File: config.mk
export PLATFORM = sky130hd
export DESIGN_NAME = angle_monitor
export DESIGN_NICKNAME = d
export VERILOG_FILES = /design/src/common/angle_mon_pkg.sv /design/src/common/angle_if.sv /design/src/rtl/angle_scaler.sv /design/src/rtl/angle_monitor.sv
export SDC_FILE = /design/constraint.sdc
export NUM_CORES = 1
export LEC_CHECK = 0
export ABC_AREA = 1
export BUFFER_PORTS_ARGS = -buffer_cell sky130_fd_sc_hd__buf_2
export CORE_MARGIN = 2
export CORE_UTILIZATION = 50
export CTS_CLUSTER_DIAMETER = 30
export DETAILED_ROUTE_END_ITERATION = 16
export HOLD_SLACK_MARGIN = 0.05
export PLACE_DENSITY = 0.66
export SLEW_MARGIN = 20
export SYNTH_ARGS = -nofsm -noshare
export SYNTH_HDL_FRONTEND = slang
export SYNTH_SLANG_ARGS = --single-unit
File: constraint.sdc
create_clock -name pclk -period 7.3 [get_ports pclk]
set_clock_uncertainty 0.2 [all_clocks]
set_input_delay 1.46 -clock pclk [delete_from_list [all_inputs] [get_ports pclk]]
set_output_delay 1.46 -clock pclk [all_outputs]
set_load 0.05 [all_outputs]
File: src/common/angle_mon_pkg.sv
`default_nettype none
package angle_mon_pkg;
  // Clock rate.
  localparam int unsigned CLK_HZ            = 125_000_000;
  // Time constants in their own units and the derived cycle and tick counts.
  localparam int unsigned TICK_MS           = 10;
  localparam int unsigned TICK_CYC_DFLT     = (CLK_HZ / 1000) * TICK_MS;
  localparam int unsigned CHAN_PERSIST_MS   = 100;
  localparam int unsigned CHAN_PERSIST_TICK = CHAN_PERSIST_MS / TICK_MS;
  // Analogue limits in mV, input samples are 13-bit millivolt codes.
  localparam logic [12:0] SHORT_GND_MV      = 13'h0064;
  localparam logic [12:0] SHORT_SUP_MV      = 13'h1324;
  localparam logic [12:0] RANGE_LO_MV       = 13'h01F4;
  localparam logic [12:0] RANGE_HI_MV       = 13'h1194;
  // Straight ahead sits in the middle of the range; also the sampler's reset value.
  localparam logic [12:0] CENTRE_MV         = 13'h09C4;
  // Parameter reset values and the redundant and analogue codes they are compared with.
  localparam logic [15:0] ENGAGE_LIMIT_RST  = 16'h0064;
  localparam logic [7:0]  REDUNDANT_RST     = 8'hFF;
  localparam logic [7:0]  REDUNDANT_YES     = 8'hFF;
  localparam logic [7:0]  IFTYPE_RST        = 8'h00;
  localparam logic [7:0]  IFTYPE_ANALOGUE   = 8'h00;
  localparam logic [15:0] CHAN_THR_RST      = 16'h0064;
  localparam logic [15:0] IPROC_THR_RST     = 16'h0064;
  localparam logic [7:0]  IPROC_TIME_RST    = 8'h0A;
  // APB register byte offsets.
  localparam logic [7:0]  OFS_CTRL          = 8'h00;
  localparam logic [7:0]  OFS_ENGAGE_LIMIT  = 8'h04;
  localparam logic [7:0]  OFS_SENSOR_CFG    = 8'h08;
  localparam logic [7:0]  OFS_CHAN_THR      = 8'h0C;
  localparam logic [7:0]  OFS_IPROC_CFG     = 8'h10;
  localparam logic [7:0]  OFS_STATUS        = 8'h14;
  localparam logic [7:0]  OFS_IRQ_STATUS    = 8'h18;
  localparam logic [7:0]  OFS_IRQ_MASK      = 8'h1C;
  localparam logic [7:0]  OFS_ANGLE         = 8'h20;
  // Event bit positions in status and mask.
  localparam int unsigned EV_SHORT_GND  = 0;
  localparam int unsigned EV_SHORT_SUP  = 1;
  localparam int unsigned EV_CHAN_DIV   = 2;
  localparam int unsigned EV_IPROC_DIV  = 3;
  localparam int unsigned EV_PLAUS      = 4;
  localparam int unsigned EV_SAFE       = 5;
  localparam int unsigned EV_ENGAGED    = 6;
  localparam int unsigned EV_RANGE      = 7;
  localparam int unsigned EV_W          = 8;
  // Engagement control states, Gray coded.
  typedef enum logic [1:0] {
    ST_IDLE    = 2'b00,
    ST_ARMED   = 2'b01,
    ST_ENGAGED = 2'b11,
    ST_SAFE    = 2'b10
  } eng_state_t;
endpackage
`default_nettype wire

File: src/common/angle_if.sv
`timescale 1ns/1ps
`default_nettype none
// Scaled angles from both channels and their raw fault flags.
interface angle_if;
  logic [15:0] prim_scaled;  // Primary channel in internal units.
  logic [15:0] red_scaled;   // Redundant channel in internal units.
  logic        short_gnd;    // Primary or monitored redundant input below ground-short limit.
  logic        short_sup;    // Primary or monitored redundant input above supply-short limit.
  logic        out_range;    // Primary or monitored redundant input outside the working range.
  modport scaler (output prim_scaled, red_scaled, short_gnd, short_sup, out_range);
  modport monitor (input prim_scaled, red_scaled, short_gnd, short_sup, out_range);
endinterface
`default_nettype wire

File: src/rtl/angle_scaler.sv
`timescale 1ns/1ps
`default_nettype none
// Input range check and scaling of both analogue channels.
module angle_scaler
  import angle_mon_pkg::*;
(
  input  wire logic pclk,           // System clock.
  input  wire logic presetn,        // Asynchronous reset, active low.
  input  wire logic [12:0] prim_mv, // Primary sample in mV, pin domain.
  input  wire logic [12:0] red_mv,  // Redundant sample in mV, pin domain.
  input  wire logic red_used,       // Redundant channel is monitored.
  angle_if.scaler   ang             // Scaled angles and flags.
);
  // ****************************************
  // Synchroniser and scaling state
  // ****************************************
  typedef struct packed {
    logic [12:0] p1, p2, p3, r1, r2, r3;
    logic [12:0] p_ok, r_ok;
    logic [15:0] ps, rs;
    logic        gnd, sup, rng;
  } sc_t;
  sc_t s_r, s_nxt;

  // Shorts and range limits for one sample.
  function automatic logic [2:0] chk(input logic [12:0] v);
    chk = {(v < RANGE_LO_MV) || (v > RANGE_HI_MV), v > SHORT_SUP_MV, v < SHORT_GND_MV};
  endfunction

  // Mid-range lands on zero; 1 mV maps to 1 internal unit. The redundant
  // sensor is inverted, so its scale is mirrored to match the primary.
  function automatic logic [15:0] scale(input logic [12:0] v, input logic inv);
    logic [15:0] d;
    d = {3'b000, v} - {3'b000, CENTRE_MV};
    scale = inv ? 16'h0000 - d : d;
  endfunction

  // Three-stage sampling; a new word is taken once stages two and three agree.
  always_comb begin
    logic [2:0] cp, cr;
    cp = 3'b000;
    cr = 3'b000;
    s_nxt = s_r;
    s_nxt.p1 = prim_mv;
    s_nxt.p2 = s_r.p1;
    s_nxt.p3 = s_r.p2;
    s_nxt.r1 = red_mv;
    s_nxt.r2 = s_r.r1;
    s_nxt.r3 = s_r.r2;
    if (s_r.p2 == s_r.p3) begin
      s_nxt.p_ok = s_r.p3;
    end
    if (s_r.r2 == s_r.r3) begin
      s_nxt.r_ok = s_r.r3;
    end
    cp = chk(s_r.p_ok);
    cr = red_used ? chk(s_r.r_ok) : 3'b000;
    s_nxt.gnd = cp[0] | cr[0];
    s_nxt.sup = cp[1] | cr[1];
    s_nxt.rng = cp[2] | cr[2];
    s_nxt.ps = scale(s_r.p_ok, 1'b0);
    s_nxt.rs = scale(s_r.r_ok, 1'b1);
  end

  always_ff @(posedge pclk or negedge presetn) begin
    if (!presetn) begin
      // Sampling stages start at mid-range; a zero here would read as a ground short.
      s_r      <= '0;
      s_r.p1   <= CENTRE_MV;
      s_r.p2   <= CENTRE_MV;
      s_r.p3   <= CENTRE_MV;
      s_r.p_ok <= CENTRE_MV;
      s_r.r1   <= CENTRE_MV;
      s_r.r2   <= CENTRE_MV;
      s_r.r3   <= CENTRE_MV;
      s_r.r_ok <= CENTRE_MV;
    end else begin
      s_r <= s_nxt;
    end
  end

  assign ang.prim_scaled = s_r.ps;
  assign ang.red_scaled  = s_r.rs;
  assign ang.short_gnd   = s_r.gnd;
  assign ang.short_sup   = s_r.sup;
  assign ang.out_range   = s_r.rng;
endmodule
`default_nettype wire

File: src/rtl/angle_monitor.sv
// The APB register port and the register addresses are this design's own decisions.
`timescale 1ns/1ps
`default_nettype none
// Function
// - Engage only with engage flag set
// - Engage only when setpoint error within limit
// - Value 255 means redundant sensor fitted
// - Interface type zero selects analogue
// - Flag shorts below 100, above 4900 mV
// - Channel divergence over 100 ms trips safe
// - Scale inputs before comparing
// - Compare primary angle with peer processor
// - Peer divergence over time trips safe
// - Single sensor skips channel cross-check
// - Implausible movement forces safe state
module angle_monitor
  import angle_mon_pkg::*;
#(
  parameter int unsigned TICK_CYC = TICK_CYC_DFLT  // Cycles per 10 ms step.
) (
  input  wire logic        pclk,            // APB clock, 125 MHz.
  input  wire logic        presetn,         // Asynchronous reset, active low.
  input  wire logic        psel,            // APB select.
  input  wire logic        penable,         // APB enable.
  input  wire logic        pwrite,          // APB direction.
  input  wire logic [7:0]  paddr,           // APB byte address.
  input  wire logic [31:0] pwdata,          // APB write data.
  output logic             pready,          // APB ready.
  output logic [31:0]      prdata,          // APB read data.
  output logic             pslverr,         // APB error on unmapped address.
  input  wire logic [12:0] prim_mv,         // Primary angle input, mV.
  input  wire logic [12:0] red_mv,          // Redundant angle input, mV.
  input  wire logic [15:0] peer_angle,      // Peer processor scaled angle.
  input  wire logic        engage_button,   // Engage button pulse, same clock.
  input  wire logic        engage_request,  // Closed-loop request level.
  input  wire logic [15:0] angle_setpoint,  // Set point, internal units.
  input  wire logic        plaus_fault,     // Plausibility algorithm mismatch.
  output logic             steer_engaged,   // Closed-loop steering active.
  output logic             safe_state,      // Safe state latched.
  output logic [15:0]      angle_out,       // Primary scaled angle to peer.
  output logic             irq              // Level interrupt.
);
  // ****************************************
  // State
  // ****************************************
  typedef struct packed {
    eng_state_t  st;
    logic        eng_flag;
    logic [15:0] eng_lim;
    logic [7:0]  red_cfg;
    logic [7:0]  if_type;
    logic [15:0] chan_thr;
    logic [15:0] ip_thr;
    logic [7:0]  ip_time;
    logic [7:0]  irq_sts;
    logic [7:0]  irq_msk;
    logic [23:0] tick_cnt;
    logic [7:0]  chan_cnt;
    logic [7:0]  ip_cnt;
    logic [31:0] rdata;
    // Cycle counts of unbroken exceedance, used only by the timing checks.
    logic [31:0] chan_run;
    logic [31:0] ip_run;
  } mon_t;
  mon_t s_r, s_nxt;

  angle_if ang ();
  logic red_used;

  assign red_used = (s_r.red_cfg == REDUNDANT_YES);

  // Pin synchronisation, range checks and scaling sit in their own module.
  angle_scaler u_scaler (
    .pclk    (pclk),
    .presetn (presetn),
    .prim_mv (prim_mv),
    .red_mv  (red_mv),
    .red_used(red_used),
    .ang     (ang)
  );

  // Absolute difference of two signed internal-unit values.
  // The extra sign bit keeps a full-scale difference from wrapping.
  function automatic logic [15:0] absdiff(input logic [15:0] a, input logic [15:0] b);
    logic signed [16:0] d;
    d = $signed({a[15], a}) - $signed({b[15], b});
    absdiff = d[16] ? 16'(-d) : d[15:0];
  endfunction

  // ****************************************
  // Monitoring and engagement
  // ****************************************
  // Bus phases, exceedance flags and the events of this cycle.
  logic        acc, wr, rd, hit, tick, chan_ex, ip_ex, chan_trip, ip_trip, eng_ok;
  logic        analogue;
  logic [7:0]  ev;

  // All next-state logic of the monitor in one process.
  always_comb begin
    acc      = psel && penable;
    wr       = acc && pwrite;
    rd       = psel && !penable && !pwrite;
    analogue = (s_r.if_type == IFTYPE_ANALOGUE);
    // One tick per 10 ms step; both persistence timers count in ticks.
    tick     = (s_r.tick_cnt == 24'(TICK_CYC - 1));
    // no channel check with one sensor.
    chan_ex  = red_used && analogue &&
               (absdiff(ang.prim_scaled, ang.red_scaled) > s_r.chan_thr);
    ip_ex    = analogue && (absdiff(ang.prim_scaled, peer_angle) > s_r.ip_thr);
    chan_trip = chan_ex && (s_r.chan_cnt > 8'(CHAN_PERSIST_TICK));
    ip_trip   = ip_ex && (s_r.ip_cnt > s_r.ip_time);
    eng_ok   = absdiff(angle_setpoint, ang.prim_scaled) <= s_r.eng_lim;
    // Events of this cycle; each sets its sticky status bit.
    ev = '0;
    ev[EV_SHORT_GND] = analogue && ang.short_gnd;
    ev[EV_SHORT_SUP] = analogue && ang.short_sup;
    ev[EV_RANGE]     = analogue && ang.out_range;
    ev[EV_CHAN_DIV]  = chan_trip;
    ev[EV_IPROC_DIV] = ip_trip;
    ev[EV_PLAUS]     = plaus_fault;
    ev[EV_SAFE]      = (s_r.st != ST_SAFE) &&
                       (ev[EV_SHORT_GND] || ev[EV_SHORT_SUP] || chan_trip || ip_trip || plaus_fault);
    ev[EV_ENGAGED]   = 1'b0;

    s_nxt = s_r;
    s_nxt.tick_cnt = tick ? '0 : s_r.tick_cnt + 24'h000001;
    // Saturating counts cannot wrap below the limit and drop a standing trip.
    // timers restart on recovery.
    if (!chan_ex) begin
      s_nxt.chan_cnt = '0;
    end else if (tick && s_r.chan_cnt != 8'hFF) begin
      s_nxt.chan_cnt = s_r.chan_cnt + 8'h01;
    end

    if (!ip_ex) begin
      s_nxt.ip_cnt = '0;
    end else if (tick && s_r.ip_cnt != 8'hFF) begin
      s_nxt.ip_cnt = s_r.ip_cnt + 8'h01;
    end
    // Cycle counts of each unbroken exceedance, kept apart from the tick timers.
    s_nxt.chan_run = chan_ex ? s_r.chan_run + 32'h00000001 : 32'h00000000;
    s_nxt.ip_run   = ip_ex ? s_r.ip_run + 32'h00000001 : 32'h00000000;

    if (engage_button) begin
      s_nxt.eng_flag = 1'b1;
    end
    // Engagement sequence; a fault below overrides the next state it picks, but its engaged event still posts.
    case (s_r.st)
      ST_IDLE: begin
        if (s_r.eng_flag) begin
          s_nxt.st = ST_ARMED;
        end
      end
      ST_ARMED: begin
        if (engage_request && eng_ok) begin
          s_nxt.st = ST_ENGAGED;
          s_nxt.eng_flag = 1'b0;
          ev[EV_ENGAGED] = 1'b1;
        end
      end
      ST_ENGAGED: begin
        if (!engage_request) begin
          s_nxt.st = ST_IDLE;
        end
      end
      ST_SAFE: begin
        s_nxt.st = ST_SAFE;
      end
      default: begin
        s_nxt.st = ST_SAFE;
      end
    endcase
    if (ev[EV_SAFE]) begin
      s_nxt.st = ST_SAFE;
    end
    if (s_r.st == ST_SAFE) begin
      s_nxt.eng_flag = 1'b0;
    end

    // Register writes; a new event beats a write-one clear.
    if (wr) begin
      case (paddr)
        OFS_CTRL: s_nxt.eng_flag = s_nxt.eng_flag | pwdata[0];
        OFS_ENGAGE_LIMIT: s_nxt.eng_lim = pwdata[15:0];
        OFS_SENSOR_CFG: begin
          s_nxt.red_cfg = pwdata[7:0];
          s_nxt.if_type = pwdata[15:8];
        end
        OFS_CHAN_THR: s_nxt.chan_thr = pwdata[15:0];
        OFS_IPROC_CFG: begin
          s_nxt.ip_thr  = pwdata[15:0];
          s_nxt.ip_time = pwdata[23:16];
        end
        OFS_IRQ_STATUS: s_nxt.irq_sts = s_r.irq_sts & ~pwdata[7:0];
        OFS_IRQ_MASK: s_nxt.irq_msk = pwdata[7:0];
        // Unmapped writes change nothing.
        default: s_nxt.irq_msk = s_r.irq_msk;
      endcase
    end
    // Events go in after the clear, so a set in the same cycle wins.
    s_nxt.irq_sts = s_nxt.irq_sts | ev;

    // Read data is captured in the setup phase so it comes from a flip-flop.
    hit = 1'b1;
    s_nxt.rdata = '0;
    case (paddr)
      OFS_CTRL:         s_nxt.rdata = {31'h0, s_r.eng_flag};
      OFS_ENGAGE_LIMIT: s_nxt.rdata = {16'h0, s_r.eng_lim};
      OFS_SENSOR_CFG:   s_nxt.rdata = {16'h0, s_r.if_type, s_r.red_cfg};
      OFS_CHAN_THR:     s_nxt.rdata = {16'h0, s_r.chan_thr};
      OFS_IPROC_CFG:    s_nxt.rdata = {8'h0, s_r.ip_time, s_r.ip_thr};
      OFS_STATUS:       s_nxt.rdata = {22'h0, ang.out_range, ang.short_sup, ang.short_gnd,
                                        ip_ex, chan_ex, red_used, s_r.st, 2'b00};
      OFS_IRQ_STATUS:   s_nxt.rdata = {24'h0, s_r.irq_sts};
      OFS_IRQ_MASK:     s_nxt.rdata = {24'h0, s_r.irq_msk};
      OFS_ANGLE:        s_nxt.rdata = {ang.red_scaled, ang.prim_scaled};
      default:          hit = 1'b0;
    endcase
    // Outside a read setup the last read word stands.
    if (!rd) begin
      s_nxt.rdata = s_r.rdata;
    end
  end

  // One register for all state; reset loads the parameter defaults.
  always_ff @(posedge pclk or negedge presetn) begin
    if (!presetn) begin
      s_r          <= '0;
      s_r.st       <= ST_IDLE;
      s_r.eng_lim  <= ENGAGE_LIMIT_RST;
      s_r.red_cfg  <= REDUNDANT_RST;
      s_r.if_type  <= IFTYPE_RST;
      s_r.chan_thr <= CHAN_THR_RST;
      s_r.ip_thr   <= IPROC_THR_RST;
      s_r.ip_time  <= IPROC_TIME_RST;
    end else begin
      s_r <= s_nxt;
    end
  end

  // ****************************************
  // Outputs
  // ****************************************
  // Zero wait states; the error flag is combinational on the address.
  assign pready        = 1'b1;
  assign pslverr       = acc && !hit;
  assign prdata        = s_r.rdata;
  // Engagement and safe state decode straight from the state register.
  assign steer_engaged = (s_r.st == ST_ENGAGED);
  assign safe_state    = (s_r.st == ST_SAFE);
  assign angle_out     = ang.prim_scaled;
  assign irq           = |(s_r.irq_sts & s_r.irq_msk);

  // ****************************************
  // Assertions
  // ****************************************
  // Checks on engagement, fault reaction and timer behaviour.
  a_engage_needs_flag: assert property (@(posedge pclk) disable iff (!presetn)
    $rose(steer_engaged) |-> $past(s_r.eng_flag)) else $error("Engaged without engage flag.");
  a_engage_err_ok: assert property (@(posedge pclk) disable iff (!presetn)
    $rose(steer_engaged) |-> $past(eng_ok)) else $error("Engaged with excess error.");
  a_short_trips: assert property (@(posedge pclk) disable iff (!presetn)
    (analogue && (ang.short_gnd || ang.short_sup)) |=> safe_state) else $error("Short not tripped.");
  a_chan_trip: assert property (@(posedge pclk) disable iff (!presetn)
    chan_trip |=> safe_state) else $error("Channel divergence not tripped.");
  a_single_skip: assert property (@(posedge pclk) disable iff (!presetn)
    !red_used |-> !chan_ex) else $error("Channel check with single sensor.");
  a_ip_timer: assert property (@(posedge pclk) disable iff (!presetn)
    ip_trip |-> s_r.ip_run >= 32'(s_r.ip_time) * 32'(TICK_CYC)) else $error("Peer trip too early.");
  a_timer_reset: assert property (@(posedge pclk) disable iff (!presetn)
    !chan_ex |=> s_r.chan_cnt == 8'h00) else $error("Channel timer not cleared.");
  a_plaus_safe: assert property (@(posedge pclk) disable iff (!presetn)
    plaus_fault |=> safe_state) else $error("Plausibility fault not tripped.");
  a_safe_latched: assert property (@(posedge pclk) disable iff (!presetn)
    safe_state |=> safe_state && !steer_engaged) else $error("Safe state left.");
  a_chan_persist: assert property (@(posedge pclk) disable iff (!presetn)
    chan_trip |-> s_r.chan_run >= 32'(CHAN_PERSIST_TICK * TICK_CYC)) else $error("Channel trip too early.");
  a_button_flag: assert property (@(posedge pclk) disable iff (!presetn)
    (engage_button && s_r.st == ST_IDLE) |=> s_r.eng_flag) else $error("Button did not set flag.");
  a_event_wins: assert property (@(posedge pclk) disable iff (!presetn)
    ev[EV_SAFE] |=> s_r.irq_sts[EV_SAFE]) else $error("Safe event lost its status bit.");

  // Main scenarios to be seen in simulation.
  c_engage: cover property (@(posedge pclk) disable iff (!presetn) $rose(steer_engaged));
  c_chan_trip: cover property (@(posedge pclk) disable iff (!presetn) chan_trip);
  c_ip_trip: cover property (@(posedge pclk) disable iff (!presetn) ip_trip);
  c_irq: cover property (@(posedge pclk) disable iff (!presetn) $rose(irq));
endmodule
`default_nettype wire

Yosys cells after proc, flatten, opt, wreduce, memory -nomap -nowiden. Cells that the tools add are included.

Logic and storage cells: 149. Output and inout port bits: 53. Bits in read-only memories: 0. Register bits after elaboration: 300. Memories kept: 0. Memory bits (writable): 0. Latch bits: 0.

Add/sub/neg operators: 12. Mux-type cells: 29. Order comparisons: 13. Equal/unequal tests: 23. Multiply operators: 0. Bitwise operators: 8. Div/mod/pow operators: 0. Shifts and indexed selects: 0. Reductions and logical operators: 37.

Operator list (count): one-hot mux 32 bit (9 select lines) (1); 2-to-1 mux 16 bit (6); 2-to-1 mux 89 bit (1); > comparator 13 bit, second input constant (4); 2-to-1 mux 24 bit (2); 2-to-1 mux 8 bit (6); negation 16 bit (3); subtractor 14 x 16 -> 17 bit (2); equality test 8 x 5 -> 1 bit, second input constant (4); > comparator 16 bit (2); subtractor 13 x 12 -> 14 bit, second input constant (2); equality test 13 bit (2); less-than comparator 13 x 7 -> 1 bit, second input constant (2); less-than comparator 13 x 9 -> 1 bit, second input constant (2); adder 24 x 1 -> 24 bit, second input constant (1); equality test 24 x 21 -> 1 bit, second input constant (1); logical AND 1 bit (17); subtractor 16 x 14 -> 17 bit (1); adder 8 x 1 -> 8 bit, second input constant (2); bitwise AND 8 bit (2); equality test 8 x 4 -> 1 bit, second input constant (2); less-or-equal comparator 16 bit (1); logical NOT 8 bit (2); inequality test 8 bit, second input constant (2); other kinds (26) (52).

Depth between registers and ports, before layout.
Word-level depth: 12. Gate-level depth with buffers: 30.

Modules after synthesis. From an unflattened synthesis, not the netlist that was laid out.

Cell total of the unflattened synthesis: 2602. Area total of the unflattened synthesis: 19309.8 um^2.

By module, submodules not included: angle_monitor (cells each 2102, area each 13933.4 um^2, times used 1); angle_scaler (cells each 500, area each 5376.4 um^2, times used 1).

Worst setup path before layout. OpenSTA, ideal clock, no wires.

Path kind: input port to flip-flop. From: input peer_angle[0]. To: register s_r[149] (netlist name). Stages: 28. Arrival: 4.385 ns. Library setup time: 0.127 ns. Setup slack: 2.588 ns. Cells stage by stage: ha_1 > fa_1 > inv_1 > nand3_1 > nand3_1 > nand2_1 > nand2_1 > nand3_1 > nand2_1 > nand2_1 > nand2_4 > inv_2 > buf_6 > nand2_1 > xor2_1 > ha_1 > nand2_1 > inv_1 > o21ai_0 > nand2_1 > nor2_1 > nand2_1 > nand2_1 > inv_1 > nand2_1 > nand3_1 > nand2_1 > o21ai_0.

RTL lines: start, declared (RTL line angle_monitor.sv:33) `input wire logic [15:0] peer_angle,`; end signal, assigned (RTL line angle_monitor.sv:237) `s_r <= s_nxt;`; end, declared (RTL line angle_monitor.sv:65) `mon_t s_r, s_nxt;`.

Worst setup path after layout.
From: input paddr[5]. To: output pslverr.

Word-level cells in the longest chain between the ends: 5. Elaborated cells on any way between the ends: 13. Those cells by class: eq/ne (8); mux (1); reduce/logical (4).

Ends and longest elaborated chain: start, declared (RTL line angle_monitor.sv:26) `input wire logic [7:0] paddr,`; equality test 8 x 6 -> 1 bit (tied with other cells) (RTL line angle_monitor.sv:206) `case (paddr)`; OR reduction 9 bit (no source line) (*); 2-to-1 mux 1 bit (*) (RTL line angle_monitor.sv:206); logical NOT 1 bit (*) (RTL line angle_monitor.sv:246) `assign pslverr = acc && !hit;`; logical AND 1 bit (*) (RTL line angle_monitor.sv:246); end, declared (RTL line angle_monitor.sv:30) `output logic pslverr,`.

Mark *: on every way between the ends. The rest lies on a longest branch, timed or not.

==> flow_summary.ini <==
[grt]
grt_pass1_wl_um = 81300
grt_max_degree = 147
grt.total_usage = 0.265
first_global_vias = 16013
antenna_found_initial = 0
grt_overflow = 0

[cells_and_area]
antenna-diode-count = 0
area_growth_pct = 17.9
num-nets-final = 2896
nFillCells = 3446
drive_above_1_share = 0.151

[logic_synthesis]
synth_area_um2 = 19000
synthArstFlopShare = 1.00
synthCells = 2524
synth_area_leaders = dfrtp_1 (32%), nand2_1 (13%), inv_1 (8.6%)
seq_area_frac_synth = 0.398
synth_fa_ha_area_frac = 0.0800
synth_top_family_by_area = simple AND/OR/NAND/NOR gates
synth_nets = 2750
muxShareOfSynthArea = 0.00171
synthFlopType = dfrtp_1
yosys_warnings = 0
synth-edff-count = 0
ys_types = 65
ys_ff_latch = 300
yosys.area.top_type = dfrtp_1
netlist.area_leader.share = 0.317
avgSynthCellArea_um2 = 7.54
synth-simple-area-share = 0.261
synth_compound_area_frac = 0.0991
synth_xor_xnor_area_share = 0.0441

[setup_path]
worst_path_max_delay_cell = nor3_1
crit_buf_inv = 4
crit_path_cell_trace = buf_2 -> inv_1 -> nand3_1 -> inv_1 -> nand2_1 -> nand3_1 -> nor3_1 -> and3_1 -> buf_2
r2r_start = u_scaler.ang.prim_scaled[0]
required_ns = 5.64
startpoint = paddr[5]
path_delay_family = simple AND/OR/NAND/NOR gates
critPathKind = input pin to output port
cp.arrival_ns = 3.67
end_kind = output port
crit_path_start_kind = input pin
critPathMaxStageDelay_ns = 0.61
crit_fanout = 17

[clocking]
htreeDepth = 3
post_cts_resized = 0
ctsLongestPathBuffers = 3
cts_buffers = 71
cts_num_sinks = 300
cts_tree = yes
hold_buffers = 0
post_cts_buffers = 0
clkTransAtPathRegs_ns = 0.05
clockRootBuffer = clkbuf_16
clock_latency_ns = 0.58

[timing]
fmax_mhz = 188
period_needed_ns = 5.33
setup_slack_ns = 1.97
finalHoldViolations = 0
worstMarginPinSlew_ns = 0.968
maxSlewHeadroom = 0.353
holdWs_ns = 0.144
setup-tns-final_ns = 0
setup_viol_count_final = 0
grt_setup_unrepaired = no
fin_crit_sh = 0.729
slew_violations = 0

[place]
post-dp-hpwl_um = 38900
place_ws_ns = 1.56
routabilityCongestion = 0.895
io_buffers = 149

[outcome]
outcome = finished, final reports clean

[routing]
vias_per_cell = 5.18
drtPass1Iterations = 8
num_vias = 16768
final_antenna_net_count = 0
drt_iter0_markers = 1079
wl_um = 51500
wl_per_cell_um = 15.9
drc = 0

[flow_run]
maxCapViolCount = 0

[floorplanning]
start_util = 0.507
core_area_um2 = 37600
die-height_um = 199
row_count = 71
die_w_um = 199
die_area_um2 = 39700
ios = 159

[power]
total_power_uw = 5680
ir_worst_vdd_mv = 0.252
power_leakage_uw = 0.0117
powerDensity_nw_per_um2 = 253

[worst_hold_path]
min_from = u_scaler.s_nxt[122]
hold_path_class = flop to flop
[routing by layer]
| metal | global-route usage | routed length, µm | vias to the layer above |
|---|---|---|---|
| met1 | 0.330 | 21700 | 7803 |
| li1 | - | - | 8334 |
| met3 | 0.0478 | 3110 | 123 |
| met2 | 0.447 | 24700 | 508 |
| met5 | 0 | 0 | - |
| met4 | 0.120 | 2060 | 0 |
[cells in the final DEF, fill, tap and decap left out, drive strengths merged, types with 33 or more instances in the layout]
| cell type | n |
|---|---|
| a21oi | 106 |
| buf | 156 |
| nand2 | 678 |
| dfstp | 59 |
| inv | 449 |
| o21ai | 142 |
| nor3 | 50 |
| nor2 | 197 |
| ha | 117 |
| nand4 | 45 |
| nand3 | 125 |
| xor2 | 72 |
| o22ai | 33 |
| clkbuf | 101 |
| dfrtp | 241 |
[power by group]
| group | total (µW) | internal (µW) | switching, µW |
|---|---|---|---|
| clock | 3200 | 2260 | 942 |
| sequential | 1760 | 1720 | 35.4 |
| combinational | 715 | 244 | 471 |
| total | 5680 | 4230 | 1450 |
[final cells by class]
type                       count  area [µm²]  area share
multi-input combinational   1694        9270       0.413
tap                          511         639      0.0285
clock buffer                 101        2050      0.0915
sequential                   300        7580       0.338
inverter                     447        1680      0.0747
clock inverter                29         413      0.0184
timing repair buffer         156         821      0.0366
[through the flow]
stage                     utilization  instance area (µm²)  instances
after global routing            0.597                22500       3238
after global placement          0.532                20000       3108
final                           0.597                22500       3238
after detailed placement        0.532                20000       3108
after floorplan                     -                19000       2524
after CTS                       0.597                22500       3238
[flip-flops by register name, indices dropped and copies added, names as in the netlist]
register / flops
prdata: 32
u_scaler.s_r: 52
u_scaler.ang.out_range: 1
u_scaler.ang.red_scaled: 16
u_scaler.ang.short_gnd: 1
u_scaler.ang.prim_scaled: 14
u_scaler.ang.short_sup: 1
u_scaler.s_nxt: 52
s_r: 131
[cell usage after synthesis (10+ instances only)]
cell	n
o22ai_1	33
xor2_1	67
nand3b_1	17
a21oi_1	103
nor3_1	43
o21ai_0	128
inv_1	435
nand2_2	17
buf_4	50
o31ai_1	13
nor2_2	13
nand2_1	658
clkbuf_1	27
inv_2	10
xnor2_1	14
a221oi_1	10
dfstp_2	59
nand4_1	44
dfrtp_1	241
ha_1	117
nor2_1	183
or2_2	11
nand3_1	122
o21ai_1	14
[logic make-up (layout without fill, tap and decap cells)]
group	after synthesis	count (layout)
adders and majority gates	120	120
and+or+nand+nor	1148	1148
buffers and inverters	530	733
other	1	1
muxes	3	3
xor gates and xnor gates	89	89
AOI/OAI and AO/OA	333	333
DFF	300	300
[path summary, 6_finish.rpt]
kind	endpoint	slack (ns)	cells past startpoint
min	u_scaler.s_nxt[109]	0.14	0
min reg2reg	u_scaler.s_nxt[109]	0.14	0
max reg2reg	s_r[226]	2.03	29
max in group asynchronous	s_r[152]	4.79	2
max	pslverr	1.97	9
min in group asynchronous	prdata[11]	0.66	1
(Power assumes the default switching activity.)
